### src/logic/vlhp_defs.vh
`ifndef VLHP_DEFS_VH
`define VLHP_DEFS_VH
`define VLHP_ADDR_W 18
`define VLHP_DATA_W 16
`define VLHP_SEL_REG 1'b0
`define VLHP_SEL_MEM 1'b1
`define VLHP_BLOCK_BYTES 262144
`define VLHP_RDY_SETTLE 2
`define VLHP_INTF_MODE_GENERIC2 3'h0
`endif

### src/logic/vlhp_host_port.v
`timescale 1ns/1ps
`default_nettype none
`include "vlhp_defs.vh"
module vlhp_host_port #(
	parameter ADDR_W = `VLHP_ADDR_W,
	parameter DATA_W = `VLHP_DATA_W
) (
	input wire clk,
	input wire rstn,
	input wire [ADDR_W-1:0] host_addr_in,
	input wire [DATA_W-1:0] hostDataIn,
	output reg [DATA_W-1:0] hostDataOut,
	output wire hostDataOe,
	input wire chipSelectN,
	input wire readStrobeN,
	input wire write_strobe_n,
	input wire high_byte_enable_n,
	input wire memRegSelect,
	input wire bus_start_in_n,
	input wire readWriteDirN,
	input wire endian_strap,
	input wire hold_polarity_strap,
	input wire clock_divide_strap,
	output wire waitOut,
	output wire busClkEn,
	output reg reqValid,
	output reg reqWrite,
	output reg reqMem,
	output reg [ADDR_W-1:0] reqAddr,
	output reg [DATA_W-1:0] reqWdata,
	output reg [1:0] reqByteEn,
	input wire reqDone,
	input wire [DATA_W-1:0] reqRdata,
	output reg bigEndian,
	output reg unusedPinsBad
);
	localparam ST_IDLE = 2'h0;
	localparam ST_BUSY = 2'h1;
	localparam ST_HOLD = 2'h2;
	// IDLE waits for a fresh strobe, BUSY holds wait while the core arbitrates with
	// refresh, HOLD shows ready until the host drops its strobe. Only one access is in
	// flight at a time, which keeps the port free of any buffering.

	reg [1:0] state_r;
	reg [1:0] state_nxt;
	reg waitPol_r;
	reg clkDiv_r;
	reg divPhase_r;
	reg cfgDone_r;
	reg waitLevel;

	wire strobeN;
	wire strobeRise;
	wire strobeStable;
	wire [1:0] laneEn;

	// Byte lane enable from high byte enable and address bit 0.
	// An odd address always lands on the upper lane, and a word access needs the
	// high enable low on an even address.
	function [1:0] lane_decode;
		input hbN;
		input a0;
		begin
			if (!hbN && a0)
				lane_decode = 2'h2;
			else if (!hbN)
				lane_decode = 2'h3;
			else
				lane_decode = a0 ? 2'h2 : 2'h1;
		end
	endfunction

	// A strobe is a read or write low while selected; each new one is an access.
	assign strobeN = chipSelectN | (readStrobeN & write_strobe_n);
	assign laneEn = lane_decode(high_byte_enable_n, host_addr_in[0]);

	// The strobe passes two flops before use and a third only forms the edge. This costs
	// two cycles per access but keeps a metastable level on the strobe pins from reaching the state machine.
	vlhp_sync_edge uStrobe (
		.clk(clk),
		.rstn(rstn),
		.level(~strobeN),
		.risePulse(strobeRise),
		.stable(strobeStable)
	);

	// Straps are caught by a clocked process on the first edge after reset release.
	// Later strap movement is ignored, so a noisy strap cannot flip the bus mid-run.
	always @(posedge clk or negedge rstn) begin
		if (!rstn) begin
			cfgDone_r <= 1'b0;
			waitPol_r <= 1'b0;
			clkDiv_r <= 1'b0;
			bigEndian <= 1'b0;
		end else begin
			if (!cfgDone_r) begin
				cfgDone_r <= 1'b1;
				waitPol_r <= hold_polarity_strap;
				clkDiv_r <= clock_divide_strap;
				bigEndian <= endian_strap;
			end
		end
	end

	// Bus start and direction must sit high; a low level is flagged every clock.
	// It is a plain level rather than a sticky bit, so a mended strap clears it.
	always @(posedge clk or negedge rstn) begin
		if (!rstn)
			unusedPinsBad <= 1'b0;
		else
			unusedPinsBad <= ~(bus_start_in_n & readWriteDirN);
	end

	// Bus clock enable derived from the device clock, halved when strapped.
	// With the divide strap low the enable stays high and every edge is a bus edge.
	// A divided bus clock slows the core's answer, not the host's own timing.
	always @(posedge clk or negedge rstn) begin
		if (!rstn)
			divPhase_r <= 1'b0;
		else
			divPhase_r <= clkDiv_r ? ~divPhase_r : 1'b1;
	end
	assign busClkEn = divPhase_r;

	// A new strobe is only honoured once the straps are in, so an early access cannot
	// run with the wrong wait polarity.
	always @* begin
		state_nxt = state_r;
		case (state_r)
			ST_IDLE: begin
				if (strobeRise && cfgDone_r)
					state_nxt = ST_BUSY;
			end
			ST_BUSY: begin
				// A strobe dropped while busy still completes; arbitration cannot be aborted.
				if (reqDone)
					state_nxt = ST_HOLD;
			end
			ST_HOLD: begin
				// Ready holds until the host drops the strobe, so data stays valid.
				if (!strobeStable)
					state_nxt = ST_IDLE;
			end
			default: state_nxt = ST_IDLE;
		endcase
	end

	// The request is raised for one access and dropped on its done pulse; the fields stay
	// put until the next start, so the core may read them late.
	always @(posedge clk or negedge rstn) begin
		if (!rstn) begin
			state_r <= ST_IDLE;
			reqValid <= 1'b0;
			reqWrite <= 1'b0;
			reqMem <= `VLHP_SEL_REG;
			reqAddr <= {ADDR_W{1'b0}};
			reqWdata <= {DATA_W{1'b0}};
			reqByteEn <= 2'h0;
		end else begin
			state_r <= state_nxt;
			if (state_r == ST_IDLE && state_nxt == ST_BUSY) begin
				reqValid <= 1'b1;
				reqWrite <= ~write_strobe_n & readStrobeN;
				reqMem <= memRegSelect;
				reqAddr <= host_addr_in;
				reqWdata <= hostDataIn;
				reqByteEn <= laneEn;
			end else if (reqValid && reqDone) begin
				reqValid <= 1'b0;
			end
		end
	end

	// Read data is loaded once per access and left alone afterwards, so it stays valid
	// through the host's late capture however long the strobe is held.
	always @(posedge clk or negedge rstn) begin
		if (!rstn)
			hostDataOut <= {DATA_W{1'b0}};
		else if (reqValid && reqDone && !reqWrite)
			hostDataOut <= reqRdata;
	end

	// Wait stays asserted from strobe until data is ready or accepted; polarity strapped.
	// Before the straps are in, the pin follows the polarity strap itself, which is the
	// waiting level, so the host never sees a false ready just after reset.
	always @* begin
		waitLevel = waitPol_r;
		if (!cfgDone_r)
			waitLevel = hold_polarity_strap;
		else if (state_r == ST_HOLD)
			waitLevel = ~waitPol_r;
	end
	assign waitOut = waitLevel;
	// Read data drive is gated by select and read strobe only.
	assign hostDataOe = ~chipSelectN & ~readStrobeN;
endmodule
`default_nettype wire

### src/logic/vlhp_sync_edge.v
`timescale 1ns/1ps
`default_nettype none
module vlhp_sync_edge (
	input wire clk,
	input wire rstn,
	input wire level,
	output wire risePulse,
	output wire stable
);
	reg stg1_r;
	reg stg2_r;
	reg stg3_r;
	always @(posedge clk or negedge rstn) begin
		if (!rstn) begin
			stg1_r <= 1'b0;
			stg2_r <= 1'b0;
			stg3_r <= 1'b0;
		end else begin
			stg1_r <= level;
			stg2_r <= stg1_r;
			stg3_r <= stg2_r;
		end
	end
	assign stable = stg2_r;
	assign risePulse = stg2_r & ~stg3_r;
endmodule
`default_nettype wire

### config.mk
export PLATFORM = sky130hd
export DESIGN_NAME = vlhp_host_port
export DESIGN_NICKNAME = d
export VERILOG_FILES = /design/src/logic/vlhp_host_port.v /design/src/logic/vlhp_sync_edge.v
export VERILOG_INCLUDE_DIRS = /design/src /design/src/logic
export SDC_FILE = /design/constraint.sdc
export NUM_CORES = 1
export LEC_CHECK = 0
export ABC_AREA = 1
export BUFFER_PORTS_ARGS = -buffer_cell sky130_fd_sc_hd__buf_4
export CAP_MARGIN = 10
export CORE_MARGIN = 2
export CORE_UTILIZATION = 42
export CTS_CLUSTER_SIZE = 10
export DETAILED_ROUTE_END_ITERATION = 10
export PLACE_DENSITY = 0.88
export SYNTH_ARGS = -nofsm -noshare
export SYNTH_HDL_FRONTEND = slang
export SYNTH_SLANG_ARGS = --single-unit
### constraint.sdc
create_clock -name clk -period 1 [get_ports clk]
set_input_delay 0.2 -clock clk [delete_from_list [all_inputs] [get_ports clk]]
set_output_delay 0.2 -clock clk [all_outputs]
set_load 0.01 [all_outputs]
==> impl_metrics.py, run 1 <==
metrics = {
    "layout": {
        "multiInputGateArea_mm2": 0.001199,
        "layout-drive-gt1-share": 0.6519,
        "antenna_cells": 0,
        "area_delta_synth_final_pct": 100.3,
        "register_area_mm2": 0.001654,
        "num-fill-cells": 322,
        "final_net_count": 556,
    },
    "logic_synthesis": {
        "synth_cell_type_count": 19,
        "synth-compound-area-share": 0.03730,
        "ys.warnings.count": 0,
        "synthMuxAreaShare": 0.008392,
        "synth_cells": 283,
        "synth_xor_xnor_area_share": 0,
        "postSynthNetCount": 346,
        "post_synth_main_area_contributors": "dfrtp_1 62%, nand2_1 15%, nand4_1 8.4%, o21ai_0 3.4%, inv_1 3.2%",
        "post_synthesis_instance_area_mm2": 0.002684,
        "syn-mean-instance-area_um2": 9.483,
        "seq_area_frac_synth": 0.6154,
        "area_share_of_fa_ha_maj_cells_after_synthesis": 0,
        "synth_top_family_by_area": "simple AND/OR/NAND/NOR gates",
        "synthesized_area_fraction_occupied_by_and_or_nand_nor_cells": 0.2578,
        "synth.top_cell.area_share": 0.6154,
        "synth-seq-cells": 66,
        "synthDominantAreaCellType": "dfrtp_1",
    },
    "clock_tree": {
        "numClockSinks": 66,
        "cts.clk_slew.worst_paths_ns": 0.07,
        "clk-insertion-delay-late_ns": 0.34,
        "clockRootBuffer": "clkbuf_8",
        "cts_tree": "yes",
        "depth_of_the_cts_h_tree": 3,
        "cts_made_buffers": 9,
        "clockBufferDepth": 2,
    },
    "power_and_ir_drop": {
        "total_leakage_power_uw": 0.002798,
        "power.total_uw": 12340,
        "power_per_cell_area_mw_per_mm2": 2296,
        "worst_ir_drop_vdd_uv": 1598,
    },
    "drt": {
        "num_vias": 2906,
        "routedWlPerCell_um": 17.42,
        "ant_nets": 0,
        "first_iter_violations": 102,
        "drt_wl_total_mm": 10.00,
        "drc_errors": 0,
        "routed_via_density": 5.063,
        "firstDrtPassIters": 4,
    },
    "place": {
        "preCtsSetupSlack_ns": -0.1505,
        "dp_hpwl_mm": 4.667,
        "placement.io_buffers": 122,
        "place_congestion": 0.7632,
    },
    "timing": {
        "setup_violations": 117,
        "rsz0062_at_grt": "yes",
        "post-route-period-util": 1.419,
        "fin_skew_ns": 0.006965,
        "slew_viol_final": 0,
        "hold_viol": 0,
        "period_needed_ns": 1.419,
        "finalWorstSetupSlack_ns": -0.4193,
        "fmax_mhz": 704.6,
    },
    "critical_path": {
        "worst-r2r-cell-count": 7,
        "setup.reg_to_reg.worst_slack_ns": -0.42,
        "cp-end-kind": "flip-flop",
        "crit_path_max_fanout": 7,
        "worstPathRequired_ns": 1.23,
        "worst_setup_path_start_kind": "flip-flop",
        "critical_path.endpoint": "reqAddr[3]",
        "rr_startpoint": "state_r[0]",
        "crit-reg2reg-capture": "reqAddr[3]",
        "crit_type": "reg -> reg",
        "worstPathArrival_ns": 1.65,
        "setup.worst_path.start": "state_r[0]",
    },
    "run_status": {
        "violations": "negative setup slack",
        "status": "complete, but fails checks",
    },
    "hold_path": {
        "hold_path.class": "in -> reg",
    },
    "global_routing": {
        "grt_pass1_wl_mm": 13.62,
        "grt_max_degree": 67,
        "congestion_overflow_gr": 0,
        "antenna_found_initial": 0,
        "globalRouteTotalUtil": 0.2436,
        "first_global_vias": 2861,
    },
    "die": {
        "design.die.area_mm2": 0.007045,
        "i_o_pin_total": 123,
        "die_height_um": 83.94,
        "initial_core_util": 0.4275,
        "fp-row-count": 29,
        "die_width_um": 83.94,
        "std_cell_core_area_mm2": 0.006277,
    },
    "flow_run": {
        "drv_cap": 0,
    },
}
## logic make-up (layout without fill, tap and decap cells)
kind of cell	Yosys count	after routing
AND/OR/NAND/NOR	152	152
flip-flops	66	66
buffers and inverters	42	256
AO/OA/AOI/OAI	20	20
multiplexers	2	2
other	1	1
## cells in the final DEF (no fill, tap or decap), types with 4 or more instances in the layout
cell      synthesis  routed
inv_1            23      22
buf_4             4     131
nand2_2           1      41
nand4_1          36      36
dfrtp_1          66      64
o21ai_2           0      14
buf_6             4      68
buf_12            0       9
nand2_1         104      37
buf_16            0       4
nand2_4           0      27
clkbuf_8          0      12
## timing repair
action | CTS | global route
hold endpoints to repair | 66 | 0
cloned | 6 | 3
hold buffers | 1 | 0
resized for setup | 113 | 85
pin swaps | 6 | 4
setup endpoints to repair | 117 | 117
setup buffers | 42 | 29
## metal layers
layer  vias up  routed length [um]  track usage
li1       1337                   -            -
met1      1437                3661       0.2844
met2       113                5604       0.4458
met3        19                 533      0.04550
met4         0                 200      0.08504
met5         -                   0            0
## final cells by class
type                       count  area share
timing repair buffer         217      0.3962
clock inverter                 2    0.006518
clock buffer                  13     0.03142
tap                           77     0.01792
sequential                    66      0.3077
inverter                      24     0.01723
multi-input combinational    175      0.2230
## worst min path at each step
stage                endpoint  slack, ns      startpoint  cells past startpoint
2_1_floorplan       bigEndian       -0.1            rstn                      0
3_3_place_gp        bigEndian       0.22            rstn                      2
3_5_place_dp        bigEndian       0.23            rstn                      2
4_1_cts         unusedPinsBad       0.01  bus_start_in_n                      2
5_1_grt        uStrobe.stg1_r       0.02     chipSelectN                      2
6_report        unusedPinsBad       0.02   readWriteDirN                      2
## worst max-delay path, cell delays in order (launching register included)
cell and delay (ns):
dfrtp_2 0.44, buf_6 0.14, nor2_4 0.14, nand3_4 0.16, buf_12 0.18, buf_12 0.14
nand2_2 0.07, nand2_2 0.05
## metrics by stage
step                      hold WS (ns)  cells  instance area, um^2    util  TNS (ns)
after CTS                      0.01258    544                 4828  0.7692    -18.11
after global routing           0.02323    574                 5375  0.8563    -24.07
after detailed placement        0.2274    480                 3757  0.5986    -5.522
after global placement          0.2209    480                 3757  0.5986    -3.022
after floorplan               -0.09559    283                 2705       -    -4.382
final                          0.01902    574                 5375  0.8563    -20.19
## sequential cells by signal (all words and copies together), names as in the netlist, 2 cells and up
signal and count:
hostDataOut 16, reqAddr 18, reqByteEn 2, reqWdata 16, state_r 2
## report_power, final
part | internal (uW) | switching [uW]
Sequential | 3470 | 696
Clock | 1340 | 959
Combinational | 3550 | 2320
Total | 8360 | 3980
## cells in the mapped netlist
library cell / instances
a21oi_1: 2
buf_2: 7
buf_4: 4
buf_6: 4
clkbuf_1: 3
conb_1: 1
dfrtp_1: 66
inv_1: 23
inv_4: 1
mux2_2: 2
nand2_1: 104
nand2_2: 1
nand3_1: 3
nand3_4: 1
nand3b_1: 1
nand4_1: 36
nor2_1: 5
nor2_4: 1
o21ai_0: 18
(Power assumes the default switching activity.)
==> run 2: changes to the inputs <==
--- a/config.mk
+++ b/config.mk
@@ -10,10 +10,11 @@
 export BUFFER_PORTS_ARGS = -buffer_cell sky130_fd_sc_hd__buf_4
 export CAP_MARGIN = 10
 export CORE_MARGIN = 2
-export CORE_UTILIZATION = 42
+export CORE_UTILIZATION = 48
+export CTS_BUF_LIST = sky130_fd_sc_hd__clkbuf_8
 export CTS_CLUSTER_SIZE = 10
 export DETAILED_ROUTE_END_ITERATION = 10
-export PLACE_DENSITY = 0.88
+export PLACE_DENSITY = 0.94
 export SYNTH_ARGS = -nofsm -noshare
 export SYNTH_HDL_FRONTEND = slang
 export SYNTH_SLANG_ARGS = --single-unit
==> constraint.sdc (replaced) <==
create_clock -name clk -period 1.45 [get_ports clk]
set_input_delay 0.29 -clock clk [delete_from_list [all_inputs] [get_ports clk]]
set_output_delay 0.29 -clock clk [all_outputs]
set_load 0.01 [all_outputs]
==> run 2 against run 1 <==
Against the previous run: the flow still finishes with violations (negative setup slack); setup slack gained 0.39 ns; count of clock-buffer cells in the layout decreased by 1; utilization down 12 points; largest power group is now sequential cells; combinational power down 66%; via count decreased by 14%.
==> impl_metrics.py, run 2 (same netlist as run 1, synthesis figures left out) <==
metrics = {
    "critical_path": {
        "cp-end-kind": "primary output",
        "crit_type": "reg -> out",
        "setup.reg_to_reg.worst_slack_ns": 0.04,
        "worst_setup_path_start_kind": "flip-flop",
        "setup.worst_path.start": "cfgDone_r",
        "worstPathArrival_ns": 1.19,
        "worst-r2r-cell-count": 6,
        "critical_path.endpoint": "waitOut",
        "rr_startpoint": "state_r[0]",
        "worstPathRequired_ns": 1.16,
        "crit_path_max_fanout": 6,
        "crit-reg2reg-capture": "reqWrite",
    },
    "clock_tree": {
        "cts.clk_slew.worst_paths_ns": 0.06,
        "numClockSinks": 66,
        "depth_of_the_cts_h_tree": 3,
        "clk-insertion-delay-late_ns": 0.32,
        "cts_tree": "yes",
        "cts_made_buffers": 9,
        "clockBufferDepth": 2,
        "clockRootBuffer": "clkbuf_8",
    },
    "power_and_ir_drop": {
        "worst_ir_drop_vdd_uv": 1087,
        "power_per_cell_area_mw_per_mm2": 1572,
        "internal_power_uw": 4350,
        "power.share.combinational": 0.322,
        "share_clk_of_total_power": 0.246,
        "p_switching_uw": 1931,
        "power_switching_share": 0.3075,
        "power.total_uw": 6281,
        "total_leakage_power_uw": 0.002169,
        "share_seq_of_total_power": 0.433,
    },
    "timing": {
        "period_needed_ns": 1.477,
        "final.hold.worst_slack_ns": 0.1161,
        "finalWorstSetupSlack_ns": -0.02670,
        "fmax_mhz": 677.2,
        "slew_viol_final": 0,
        "hold_viol": 0,
        "post-route-period-util": 1.018,
        "rsz0062_at_grt": "yes",
        "fin_skew_ns": 0.007483,
        "setup_violations": 1,
    },
    "die": {
        "die_width_um": 78.78,
        "i_o_pin_total": 123,
        "design.die.area_mm2": 0.006206,
        "std_cell_core_area_mm2": 0.005439,
        "die_height_um": 78.78,
        "fp-row-count": 27,
        "initial_core_util": 0.4934,
    },
    "place": {
        "postPlaceCellArea_mm2": 0.003641,
        "dp_hpwl_mm": 4.697,
        "place_congestion": 0.7694,
        "preCtsSetupSlack_ns": -0.04313,
        "post-place-cells": 467,
        "placement.io_buffers": 122,
    },
    "drt": {
        "first_iter_violations": 86,
        "ant_nets": 0,
        "routed_via_density": 5.045,
        "routedWlPerCell_um": 13.91,
        "firstDrtPassIters": 4,
        "num_vias": 2487,
        "drt_wl_total_mm": 6.859,
        "drc_errors": 0,
    },
    "layout": {
        "area_delta_synth_final_pct": 48.86,
        "final_net_count": 480,
        "max_ffs_per_register": 18,
        "largestRegisters": "reqAddr x18, hostDataOut x16, reqWdata x16",
        "commonest_cells_after_routing_fill_and_taps_aside": "132 x buf_4, 104 x nand2_1, 64 x dfrtp_1",
        "most_frequent_standard_cell_in_the_layout_excluding_fill_and_tap_cells": "buf_4",
        "instances_no_fill": 493,
        "layout-drive-gt1-share": 0.3967,
        "antenna_cells": 0,
        "final_area_mm2": 0.003995,
        "max_flop_register": "reqAddr",
    },
    "run_status": {
        "status": "complete, but fails checks",
        "violations": "negative setup slack",
    },
    "global_routing": {
        "antenna_found_initial": 0,
        "globalRouteTotalUtil": 0.2268,
        "first_global_vias": 2405,
        "grt_max_degree": 33,
        "grt_pass1_wl_mm": 10.92,
        "congestion_overflow_gr": 0,
    },
    "hold_path": {
        "hold_path.class": "in -> reg",
    },
    "flow_run": {
        "drv_cap": 0,
    },
}
## run 2: worst max-delay path: stages (launching register included)
cell,delay (ns)
dfrtp_2,0.45
buf_4,0.15
nand2_1,0.05
nand2_1,0.05
nand2_1,0.07
buf_6,0.10
## run 2: what timing repair did
item                                    4_1_cts  5_1_grt
resized for setup                             7        8
pin swaps                                     1        4
cloned                                        1        2
endpoints found under the setup margin       39       12
hold buffers                                  1        0
hold endpoints to repair                     27        0
buffers inserted                              5        2
## run 2: layout make-up
type / instances / area, um^2
fillers: 393 / 1444
well taps: 72 / 90.09
multi-input cells: 178 / 884.6
flip-flops and latches: 66 / 1654
inverters: 24 / 96.34
repair buffers: 138 / 1066
clock inverters: 3 / 38.79
clock buffers: 12 / 165.2
## run 2: routing by layer
metal  routed length, um  vias to the layer above  GRT usage
met4                  79                        0    0.08421
met1                2811                     1176     0.2738
met5                   0                        -          0
met3                 553                        7    0.06250
li1                    -                     1196          -
met2                3415                      108     0.3889
## run 2: power groups by stage
| stage | combinational [uW] | sequential (uW) | clock, uW |
|---|---|---|---|
| final | 2020 | 2720 | 1540 |
| after global routing | 2220 | 2780 | 1660 |
| after CTS | 2000 | 2710 | 1580 |
| after detailed placement | 1970 | 2730 | 0 |
| after global placement | 1880 | 2720 | 0 |
| after floorplan | 563 | 2950 | 0 |
## run 2: how the worst min path moves through the flow
| stage | startpoint | endpoint | slack, ns | depth (start not counted) |
|---|---|---|---|---|
| after detailed placement | rstn | unusedPinsBad | 0.23 | 1 |
| final | readWriteDirN | unusedPinsBad | 0.12 | 2 |
| after global routing | readWriteDirN | unusedPinsBad | 0.10 | 2 |
| after floorplan | rstn | bigEndian | -0.006 | 0 |
| after CTS | readWriteDirN | unusedPinsBad | 0.10 | 2 |
| after global placement | rstn | unusedPinsBad | 0.23 | 1 |
## run 2: stage by stage
step                      utilization  TNS (ns)
final                          0.7345  -0.02670
after global routing           0.7345   -0.3591
after CTS                      0.7219  -0.04231
after detailed placement       0.6694   -0.4857
after global placement         0.6694         0
after floorplan                     -         0
